`config.mk`:
```
export PLATFORM = sky130hd
export DESIGN_NAME = pll_config_word_decode
export DESIGN_NICKNAME = d
export VERILOG_FILES = /design/src/clock_cfg_pkg.sv /design/src/pll_config_word_decode.sv
export SDC_FILE = /design/constraint.sdc
export NUM_CORES = 1
export LEC_CHECK = 0
export BUFFER_PORTS_ARGS = -buffer_cell sky130_fd_sc_hd__buf_2
export CORE_UTILIZATION = 35
export CTS_CLUSTER_SIZE = 10
export DETAILED_ROUTE_END_ITERATION = 12
export PLACE_DENSITY = 0.63
export SETUP_SLACK_MARGIN = 0.1
export SLEW_MARGIN = 20
export SYNTH_ARGS = -nofsm -noshare
export SYNTH_HDL_FRONTEND = slang
export SYNTH_SLANG_ARGS = --single-unit
```
`constraint.sdc`:
```
create_clock -name clock -period 1.49 [get_ports clock]
set_input_delay 0.0745 -clock clock [delete_from_list [all_inputs] [get_ports clock]]
set_output_delay 0.0745 -clock clock [all_outputs]
set_load 0.01 [all_outputs]
```
`src/clock_cfg_pkg.sv`:
```
// Constants and carrier types for the clock default configuration word decoder.
// Assumes a single 20 MHz clock domain and an active-low asynchronous reset.
package clock_cfg_pkg;

  // ***********************************************************
  // Register map and field layout
  // ***********************************************************
  localparam logic [3:0] CFG_WORD_ADDR = 4'h0;
  localparam logic [3:0] STATUS_ADDR = 4'h1;
  localparam int ODIV_LSB = 16;
  localparam int UPLL_DIS_BIT = 15;
  localparam int UIDIV_LSB = 8;
  localparam int MUL_LSB = 4;
  localparam int IDIV_LSB = 0;
  localparam logic [31:0] RESERVED_MASK = 32'hFFF8_7888;
  localparam logic [31:0] CFG_RESET = 32'hFFFF_FFFF;
  localparam logic [31:0] USB_FIELD_MASK = 32'h0000_8700;

  // ***********************************************************
  // Decoded settings handed to the PLL logic
  // ***********************************************************
  typedef struct packed {
    logic [8:0] outDivisor;
    logic [4:0] multiplier;
    logic usbPllDisable;
    logic [3:0] usbInputDivider;
    logic [2:0] inputDividerSel;
  } pll_settings_type;

endpackage

```
`src/pll_config_word_decode.sv`:
```
// Decoder of the non-volatile clock default configuration word.
// Assumes the word from configuration memory is valid while nrst is low
// and at its release; the register port is synchronous to clock.
`timescale 1ns/1ps
module pll_config_word_decode #(
  parameter bit HAS_USB = 1'b1
)(
  input wire logic clock,
  input wire logic nrst,
  input wire logic [31:0] cfgMemWord,
  input wire logic [3:0] regAddr,
  input wire logic [31:0] regWrData,
  input wire logic regWrite,
  input wire logic regRead,
  output logic [31:0] regRdData,
  output clock_cfg_pkg::pll_settings_type pllSettings,
  output logic settingsValid
);

  // ***********************************************************
  // Decode functions
  // ***********************************************************
  // Code 7 breaks the power-of-two pattern, so it is decoded apart
  function automatic logic [8:0] decodeOutDiv(input logic [2:0] sel);
    if (sel == 3'h7)
      return 9'h100;
    return 9'(9'h001 << sel);
  endfunction

  // The two top codes jump to 10 and 12; lower codes are code plus one
  function automatic logic [3:0] decodeUsbDiv(input logic [2:0] sel);
    case (sel)
      3'h6: return 4'hA;
      3'h7: return 4'hC;
      default: return 4'(sel) + 4'h1;
    endcase
  endfunction

  // Code 7 skips 22 and 23 and lands on 24
  function automatic logic [4:0] decodeMul(input logic [2:0] sel);
    if (sel == 3'h7)
      return 5'h18;
    return 5'(sel) + 5'h0F;
  endfunction

  // ***********************************************************
  // Capture of the configuration word
  // ***********************************************************
  logic captured_ff;
  logic [31:0] word_ff;
  logic reservedBad_ff;
  logic [31:0] usbMask;
  logic [31:0] maskedWord;

  // Variants without USB read the USB fields as their erased value
  assign usbMask = HAS_USB ? 32'h0000_0000 : clock_cfg_pkg::USB_FIELD_MASK;
  assign maskedWord = cfgMemWord | usbMask;

  // Capture on the first edge after release; a reset constant cannot hold a port value
  always_ff @(posedge clock or negedge nrst)
  begin
    if (!nrst)
    begin
      captured_ff <= 1'b0;
      word_ff <= clock_cfg_pkg::CFG_RESET;
    end
    else if (!captured_ff)
    begin
      captured_ff <= 1'b1;
      word_ff <= maskedWord;
    end
  end

  // Flag a word whose reserved bits were not programmed to one
  always_ff @(posedge clock or negedge nrst)
  begin
    if (!nrst)
      reservedBad_ff <= 1'b0;
    else if (!captured_ff)
      reservedBad_ff <= (cfgMemWord & clock_cfg_pkg::RESERVED_MASK)
        != clock_cfg_pkg::RESERVED_MASK;
  end

  // ***********************************************************
  // Decoded settings toward the PLL
  // ***********************************************************
  clock_cfg_pkg::pll_settings_type nxt_settings;

  always_comb
  begin
    nxt_settings.outDivisor = decodeOutDiv(word_ff[clock_cfg_pkg::ODIV_LSB +: 3]);
    nxt_settings.multiplier = decodeMul(word_ff[clock_cfg_pkg::MUL_LSB +: 3]);
    nxt_settings.usbPllDisable = word_ff[clock_cfg_pkg::UPLL_DIS_BIT];
    nxt_settings.usbInputDivider = decodeUsbDiv(word_ff[clock_cfg_pkg::UIDIV_LSB +: 3]);
    nxt_settings.inputDividerSel = word_ff[clock_cfg_pkg::IDIV_LSB +: 3];
  end

  // Settings register; only changes in the cycle after capture
  always_ff @(posedge clock or negedge nrst)
  begin
    if (!nrst)
    begin
      pllSettings <= '{9'h100, 5'h18, 1'b1, 4'hC, 3'h7};
      settingsValid <= 1'b0;
    end
    else
    begin
      pllSettings <= nxt_settings;
      settingsValid <= captured_ff;
    end
  end

  // ***********************************************************
  // Register read port
  // ***********************************************************
  // Writes are ignored: the word comes from programmed memory only
  always_ff @(posedge clock or negedge nrst)
  begin
    if (!nrst)
      regRdData <= 32'h0000_0000;
    else if (regRead)
    begin
      case (regAddr)
        clock_cfg_pkg::CFG_WORD_ADDR: regRdData <= word_ff;
        clock_cfg_pkg::STATUS_ADDR: regRdData <= {30'h0, reservedBad_ff, captured_ff};
        default: regRdData <= 32'h0000_0000;
      endcase
    end
    else
      regRdData <= 32'h0000_0000;
  end

  // ***********************************************************
  // Assertions
  // ***********************************************************
  hold_stable_a: assert property (@(posedge clock) disable iff (!nrst)
    settingsValid |=> $stable(pllSettings))
    else $error("PLL settings changed after capture");
  out_div_a: assert property (@(posedge clock) disable iff (!nrst)
    settingsValid && word_ff[18:16] == 3'h7 |-> pllSettings.outDivisor == 9'h100)
    else $error("Divisor code 7 not 256");
  out_div_pow_a: assert property (@(posedge clock) disable iff (!nrst)
    settingsValid && word_ff[18:16] != 3'h7 |->
    pllSettings.outDivisor == 9'(9'h001 << word_ff[18:16]))
    else $error("Divisor not a power of two");
  usb_dis_a: assert property (@(posedge clock) disable iff (!nrst)
    settingsValid |-> pllSettings.usbPllDisable == word_ff[15])
    else $error("USB PLL disable mismatch");
  usb_div_a: assert property (@(posedge clock) disable iff (!nrst)
    settingsValid && word_ff[10:8] == 3'h6 |-> pllSettings.usbInputDivider == 4'hA)
    else $error("USB divider code 6 not 10");
  mul_code_a: assert property (@(posedge clock) disable iff (!nrst)
    settingsValid && word_ff[6:4] == 3'h0 |-> pllSettings.multiplier == 5'h0F)
    else $error("Multiplier code 0 not 15");
  read_back_a: assert property (@(posedge clock) disable iff (!nrst)
    regRead && regAddr == 4'h0 |=> regRdData == $past(word_ff))
    else $error("Word read back wrong");
  no_write_a: assert property (@(posedge clock) disable iff (!nrst)
    captured_ff && regWrite |=> $stable(word_ff))
    else $error("Write altered config word");
  usb_absent_a: assert property (@(posedge clock) disable iff (!nrst)
    !HAS_USB && captured_ff |-> (word_ff & 32'h0000_8700) == 32'h0000_8700)
    else $error("USB fields present without USB");
  valid_after_a: assert property (@(posedge clock) disable iff (!nrst)
    $rose(captured_ff) |=> settingsValid)
    else $error("Settings not valid after capture");

  // ***********************************************************
  // Per-code decode checks, one literal per code
  // ***********************************************************
  // Output divisor codes 0 to 6; literals rather than a shift,
  // so a slip in the decode function cannot hide in the check
  div_code0_a: assert property (@(posedge clock) disable iff (!nrst)
    settingsValid && word_ff[18:16] == 3'h0 |-> pllSettings.outDivisor == 9'h001)
    else $error("Divisor code 0 not 1");
  div_code1_a: assert property (@(posedge clock) disable iff (!nrst)
    settingsValid && word_ff[18:16] == 3'h1 |-> pllSettings.outDivisor == 9'h002)
    else $error("Divisor code 1 not 2");
  div_code2_a: assert property (@(posedge clock) disable iff (!nrst)
    settingsValid && word_ff[18:16] == 3'h2 |-> pllSettings.outDivisor == 9'h004)
    else $error("Divisor code 2 not 4");
  div_code3_a: assert property (@(posedge clock) disable iff (!nrst)
    settingsValid && word_ff[18:16] == 3'h3 |-> pllSettings.outDivisor == 9'h008)
    else $error("Divisor code 3 not 8");
  div_code4_a: assert property (@(posedge clock) disable iff (!nrst)
    settingsValid && word_ff[18:16] == 3'h4 |-> pllSettings.outDivisor == 9'h010)
    else $error("Divisor code 4 not 16");
  div_code5_a: assert property (@(posedge clock) disable iff (!nrst)
    settingsValid && word_ff[18:16] == 3'h5 |-> pllSettings.outDivisor == 9'h020)
    else $error("Divisor code 5 not 32");
  div_code6_a: assert property (@(posedge clock) disable iff (!nrst)
    settingsValid && word_ff[18:16] == 3'h6 |-> pllSettings.outDivisor == 9'h040)
    else $error("Divisor code 6 not 64");

  // USB input divider codes other than 6; the no-USB copy only
  // ever reaches code 7 here
  usb_code0_a: assert property (@(posedge clock) disable iff (!nrst)
    settingsValid && word_ff[10:8] == 3'h0 |-> pllSettings.usbInputDivider == 4'h1)
    else $error("USB divider code 0 not 1");
  usb_code1_a: assert property (@(posedge clock) disable iff (!nrst)
    settingsValid && word_ff[10:8] == 3'h1 |-> pllSettings.usbInputDivider == 4'h2)
    else $error("USB divider code 1 not 2");
  usb_code2_a: assert property (@(posedge clock) disable iff (!nrst)
    settingsValid && word_ff[10:8] == 3'h2 |-> pllSettings.usbInputDivider == 4'h3)
    else $error("USB divider code 2 not 3");
  usb_code3_a: assert property (@(posedge clock) disable iff (!nrst)
    settingsValid && word_ff[10:8] == 3'h3 |-> pllSettings.usbInputDivider == 4'h4)
    else $error("USB divider code 3 not 4");
  usb_code4_a: assert property (@(posedge clock) disable iff (!nrst)
    settingsValid && word_ff[10:8] == 3'h4 |-> pllSettings.usbInputDivider == 4'h5)
    else $error("USB divider code 4 not 5");
  usb_code5_a: assert property (@(posedge clock) disable iff (!nrst)
    settingsValid && word_ff[10:8] == 3'h5 |-> pllSettings.usbInputDivider == 4'h6)
    else $error("USB divider code 5 not 6");
  usb_code7_a: assert property (@(posedge clock) disable iff (!nrst)
    settingsValid && word_ff[10:8] == 3'h7 |-> pllSettings.usbInputDivider == 4'hC)
    else $error("USB divider code 7 not 12");

  // Multiplier codes 1 to 7; code 7 is the irregular one
  // and the likeliest to be decoded wrong
  mul_code1_a: assert property (@(posedge clock) disable iff (!nrst)
    settingsValid && word_ff[6:4] == 3'h1 |-> pllSettings.multiplier == 5'h10)
    else $error("Multiplier code 1 not 16");
  mul_code2_a: assert property (@(posedge clock) disable iff (!nrst)
    settingsValid && word_ff[6:4] == 3'h2 |-> pllSettings.multiplier == 5'h11)
    else $error("Multiplier code 2 not 17");
  mul_code3_a: assert property (@(posedge clock) disable iff (!nrst)
    settingsValid && word_ff[6:4] == 3'h3 |-> pllSettings.multiplier == 5'h12)
    else $error("Multiplier code 3 not 18");
  mul_code4_a: assert property (@(posedge clock) disable iff (!nrst)
    settingsValid && word_ff[6:4] == 3'h4 |-> pllSettings.multiplier == 5'h13)
    else $error("Multiplier code 4 not 19");
  mul_code5_a: assert property (@(posedge clock) disable iff (!nrst)
    settingsValid && word_ff[6:4] == 3'h5 |-> pllSettings.multiplier == 5'h14)
    else $error("Multiplier code 5 not 20");
  mul_code6_a: assert property (@(posedge clock) disable iff (!nrst)
    settingsValid && word_ff[6:4] == 3'h6 |-> pllSettings.multiplier == 5'h15)
    else $error("Multiplier code 6 not 21");
  mul_code7_a: assert property (@(posedge clock) disable iff (!nrst)
    settingsValid && word_ff[6:4] == 3'h7 |-> pllSettings.multiplier == 5'h18)
    else $error("Multiplier code 7 not 24");

  // ***********************************************************
  // Read port and capture bookkeeping
  // ***********************************************************
  // Read data only stands in the cycle after a strobe
  read_idle_a: assert property (@(posedge clock) disable iff (!nrst)
    !regRead |=> regRdData == 32'h0000_0000)
    else $error("Read data not zero when idle");
  // Unmapped indices must not leak the word
  read_unmapped_a: assert property (@(posedge clock) disable iff (!nrst)
    regRead && regAddr > 4'h1 |=> regRdData == 32'h0000_0000)
    else $error("Unmapped index read not zero");
  // Status shows only the two flags
  read_status_a: assert property (@(posedge clock) disable iff (!nrst)
    regRead && regAddr == 4'h1 |=> regRdData[31:2] == 30'h0
    && regRdData[0] == $past(captured_ff))
    else $error("Status read wrong");
  // Reserved flag judges the word seen at capture
  reserved_flag_a: assert property (@(posedge clock) disable iff (!nrst)
    $rose(captured_ff) |-> reservedBad_ff
    == (($past(cfgMemWord) & 32'hFFF8_7888) != 32'hFFF8_7888))
    else $error("Reserved flag wrong");
  // Capture is a one-shot until the next reset
  capture_sticky_a: assert property (@(posedge clock) disable iff (!nrst)
    captured_ff |=> captured_ff)
    else $error("Capture flag fell");
  // The held word may only change at capture
  word_held_a: assert property (@(posedge clock) disable iff (!nrst)
    captured_ff |=> $stable(word_ff))
    else $error("Held word changed");
  // Valid never drops back before a reset
  valid_sticky_a: assert property (@(posedge clock) disable iff (!nrst)
    settingsValid |=> settingsValid)
    else $error("Settings valid fell");
  // Input divider field has no known encoding, so it passes raw
  idiv_raw_a: assert property (@(posedge clock) disable iff (!nrst)
    settingsValid |-> pllSettings.inputDividerSel == word_ff[2:0])
    else $error("Input divider not passed raw");
  // With USB present the enable bit is taken as programmed
  usb_taken_a: assert property (@(posedge clock) disable iff (!nrst)
    HAS_USB && $rose(captured_ff) |-> word_ff[15] == $past(cfgMemWord[15]))
    else $error("USB enable bit not captured");

  capture_c: cover property (@(posedge clock) disable iff (!nrst) $rose(settingsValid));
  div256_c: cover property (@(posedge clock) disable iff (!nrst)
    settingsValid && pllSettings.outDivisor == 9'h100);
  usb_on_c: cover property (@(posedge clock) disable iff (!nrst)
    settingsValid && !pllSettings.usbPllDisable);
  bad_res_c: cover property (@(posedge clock) disable iff (!nrst) reservedBad_ff);
  status_rd_c: cover property (@(posedge clock) disable iff (!nrst)
    regRead && regAddr == 4'h1);

endmodule

```
== After elaboration in Yosys (flattened, before gate mapping) ==
Cells that the tools add are included.

* Shift-type cells: 1
* Equality and inequality tests: 6
* Add/sub/neg operators: 2
* Reduce and logical (&&, ||, !) cells: 1
* Muxes and demuxes: 9

{| class="wikitable"
|+ Operators by type and width
! kind !! count
|-
| case mux 32 bit (2 select lines) || 1
|-
| two-way mux 32 bit || 1
|-
| != test 19 bit (second input constant) || 1
|-
| two-way mux 9 bit || 2
|-
| equality test 3 bit (second input constant) || 4
|-
| two-way mux 5 bit || 2
|-
| left shift 1 x 3 -> 9 bit (first input constant) || 1
|-
| case mux 4 bit (2 select lines) || 1
|-
| adder 3 x 4 -> 5 bit (second input constant) || 1
|-
| adder 3 x 1 -> 4 bit (second input constant) || 1
|-
| equality test 4 x 1 -> 1 bit (second input constant) || 1
|-
| logical NOT 4 bit || 1
|-
| two-way mux 1 bit || 2
|}

* Bits of input ports: 72
* Register bits: 89
* Word-level logic and storage cells: 29
* Output and inout port bits: 55

== Depth between registers and ports, before layout ==
* Depth in word-level cells: 3
* Gate-level depth with buffers: 5
* Gate-level depth less buffers: 4

== Least setup slack after synthesis ==
No wires, ideal clock.

* Kind: reg-to-reg
* From: register captured_ff
* To: register word_ff[24]
* Cell stages (with the launch flop): 4
* Buffers on the path: 2
* Arrival: 1.242 ns
* Setup slack: 0.166 ns
* Clock period less this slack: 1.324 ns
* Cell sequence: dfrtp_1 > clkbuf_1 > buf_1 > mux2_2

{| class="wikitable"
|+ RTL lines
! item !! line !! RTL
|-
| from (decl) || pll_config_word_decode.sv:49 || <nowiki>logic captured_ff;</nowiki>
|-
| from (signal assigned) || pll_config_word_decode.sv:64 || <nowiki>captured_ff <= 1'b0;</nowiki>
|-
| from (signal assigned) || pll_config_word_decode.sv:69 || <nowiki>captured_ff <= 1'b1;</nowiki>
|-
| to (signal assigned) || pll_config_word_decode.sv:65 || <nowiki>word_ff <= clock_cfg_pkg::CFG_RESET;</nowiki>
|-
| to (signal assigned) || pll_config_word_decode.sv:70 || <nowiki>word_ff <= maskedWord;</nowiki>
|-
| to (decl) || pll_config_word_decode.sv:50 || <nowiki>logic [31:0] word_ff;</nowiki>
|}

No word-level cell between the ends.

==> impl_metrics.csv <==
group,metric,value,unit
timing,rsz0062_at_grt,"false",
critical_path,slowest_stage,"dfstp_2",
clock_network,cts-root-buf,"clkbuf_8",
finish,drive_gt1_share,54.0,%
hold_path,hold_class,"in -> reg",
detailed_routing,drtIter0Drc,48,
clock_network,cts_tree,"yes",
critical_path,crit_path_start,"word_ff[4]",
timing,fin_tns_setup,0,ns
finish,final_core_util,49.4,%
clock_network,cts_resized,0,
yosys,netlist_instances,211,
yosys,synth_simple_gate_area_share,11.5,%
global_routing,antenna_found_initial,0,
yosys,yosysTopAreaCell,"dfrtp_1",
clock_network,clk-insertion-delay-late,0.35,ns
finish,areaGrowthSynthToFinish,36.2,%
yosys,yosysSeqAreaShare,71.2,%
timing,fin_crit,1.23,ns
critical_path,crit_type,"reg -> reg",
critical_path,cp_num_buf_inv,1,
yosys,synth_top_family_by_area,"multiplexers",
power_and_ir_drop,power_density,1160,nW/um^2
job,maxCapViolations,0,
yosys,synthFlopType,"dfrtp_1",
yosys,async_flop_share,100,%
hold_path,hold_depth,2,
detailed_routing,drt_first_pass_iters,4,
critical_path,path_delay_family,"flip-flops",
critical_path,crit_cells,4,
run_status,status,"completed",
yosys,synth_nets,286,
global_routing,grt_pass1_wl,9950,um
critical_path,startpoint_type,"register",
timing,report.final.slew_viol_count,0,
timing,fin_ws,0.255,ns
yosys,synth-compound-area-share,1.23,%
floorplan,die_height,97.1,um
hold_path,worstHoldStart,"regAddr[0]",
yosys,netlist_area,3160,sq um
critical_path,crit_arrival,1.50,ns
critical_path,critPathRequiredTime,1.76,ns
place,portBuffers,92,
timing,period_share,82.9,%
floorplan,start_util,36.3,%
critical_path,crit_chain,"or2_2, inv_1, ha_1, a31oi_1",
floorplan,rows,34,
global_routing,grt_use_met1,17.2,%
detailed_routing,vias,1979,
place,place_ws,0.0638,ns
floorplan,dieWidth,97.1,um
clock_network,cts.sinks,88,
finish,diodes,0,
detailed_routing,drc,0,
place,dpl_cell_area,3760,sq um
timing,max_freq,810,MHz
clock_network,htree_num_levels,3,
critical_path,r2r_cells,4,
floorplan,die-area,9430,sq um
critical_path,end_kind,"register",
yosys,synth.area.top_cells,"dfrtp_1, dfstp_2, mux2_2, and2_1, ha_1",
global_routing,grtUsageTotal,13.8,%
global_routing,grt_pass1_vias,2089,
detailed_routing,routed_wl,5970,um
critical_path,r2r_start,"word_ff[4]",
global_routing,grtUsageMet3,2.66,%
yosys,synth_top_area_share,37.2,%
yosys,synth_common_cells,"dfrtp_1, dfstp_2, mux2_2",
place,dpl.hpwl,3820,um
global_routing,overflow,0,
global_routing,busiest_layer,"met2",
finish,stdcell_area,4310,sq um
yosys,synth-adder-area-share,1.19,%
floorplan,ios,127,
timing,setup_viol,0,
timing,skew,0.0115,ns
clock_network,clkTransAtPathRegs,0.09,ns
power_and_ir_drop,leakagePower,2.14,nW
yosys,syn_avg_cell_area,15.0,sq um
clock_network,cts_buffers,9,
detailed_routing,post_drt_wl_per_cell,13.1,um
yosys,synthXorXnorAreaFrac,0,%
critical_path,cp_max_fo,6,
finish,nets,416,
yosys,synth_seq_cells,88,
global_routing,grt_util_met2,22.3,%
power_and_ir_drop,vdd_ir_drop_max,0.000593,V
timing,hold_viol,0,
floorplan,core_area,8720,sq um
clock_network,clk_path_buf_depth,2,
critical_path,r2r_slack,0.26,ns
detailed_routing,vias_per_cell,4.36,
place,place_congestion,0.721,
yosys,yosys-mux-area-fraction,11.7,%
global_routing,grt_start_max_net_pins,89,
detailed_routing,final_antenna_net_count,0,
yosys,yosysWarningCount,0,
critical_path,slowest_delay,0.57,ns
yosys,yosysMostFrequentCell,"dfrtp_1",
yosys,synth_edf_count,0,
yosys,synth_cell_types,30,
[flip-flops by register name (all words and copies together), names as in the netlist]
register        count
captured_ff         1
pllSettings        21
reservedBad_ff      1
word_ff            32
regRdData          32
settingsValid       1
[metal layers]
metal | routed length, um | vias to the layer above | part of all wire, %
met2 | 2960 | 52 | 50
met5 | 0 | - | 0
met4 | 144 | 0 | 2.4
li1 | - | 950 | -
met1 | 2660 | 964 | 45
met3 | 204 | 13 | 3.4
[worst register-to-register path: stages (launching register included)]
cell and delay, ns:
dfstp_2 0.57, or2_2 0.13, inv_1 0.04, ha_1 0.26, a31oi_1 0.16
[worst paths after layout]
path | endpoint
max reg2reg | pllSettings[10]
max in group asynchronous | word_ff[2]
min in group asynchronous | regRdData[9]
min reg2reg | pllSettings[7]
max | pllSettings[10]
min | regRdData[8]
[report_power, final]
| group | internal (W) | switching (W) | total, W |
|---|---|---|---|
| Clock | 0.000955 | 0.000833 | 0.00179 |
| Combinational | 0.000274 | 0.000231 | 0.000505 |
| Sequential | 0.00263 | 0.0000865 | 0.00272 |
[cells in the final DEF, fill, tap and decap left out, types with 2 or more instances in the layout]
master | netlist | routed
clkbuf_8 | 0 | 9
mux2_2 | 31 | 31
nor2_1 | 4 | 4
inv_1 | 6 | 6
bufinv_16 | 0 | 2
dlygate4sd3_1 | 0 | 33
dfstp_2 | 41 | 41
nor3b_1 | 3 | 3
nor3_1 | 7 | 7
ha_1 | 3 | 3
buf_12 | 0 | 2
nand2_1 | 7 | 7
conb_1 | 2 | 2
buf_4 | 2 | 5
and3b_1 | 2 | 2
o21ai_0 | 3 | 3
dfrtp_1 | 47 | 47
nand4_1 | 4 | 4
buf_2 | 3 | 91
and2_1 | 26 | 26
mux2i_1 | 2 | 2
a21oi_1 | 2 | 2
inv_6 | 0 | 2
[cell families after synthesis]
group,after synthesis
flip-flops,88
multiplexers,33
other,2
adder cells (fa/ha/maj),3
AND/OR/NAND/NOR,60
AO/OA/AOI/OAI,7
buffers and inverters,18
[metrics by stage]
stage / total power [W] / std cells / hold WS [ns]
6_report: 0.00501 / 454 / 0.0665
5_1_grt: 0.00526 / 454 / 0.0625
4_1_cts: 0.00510 / 454 / 0.0451
3_5_place_dp: 0.00321 / 405 / 0.152
3_3_place_gp: 0.00320 / 405 / 0.145
2_1_floorplan: 0.00298 / 211 / -0.221
[repair_timing]
item	in CTS	in global routing
setup buffers	0	0
endpoints found under the hold margin	79	0
hold buffers	33	0
[cell type report]
type                    count  area [sq um]
fillers                   773          4410
flip-flops and latches     88          2250
repair buffers            131           863
multi-input cells         105           817
well taps                 108           135
clock buffers              10           128
clock inverters             6          90.1
inverters                   6          22.5
Power figures use the tool's default switching activity.
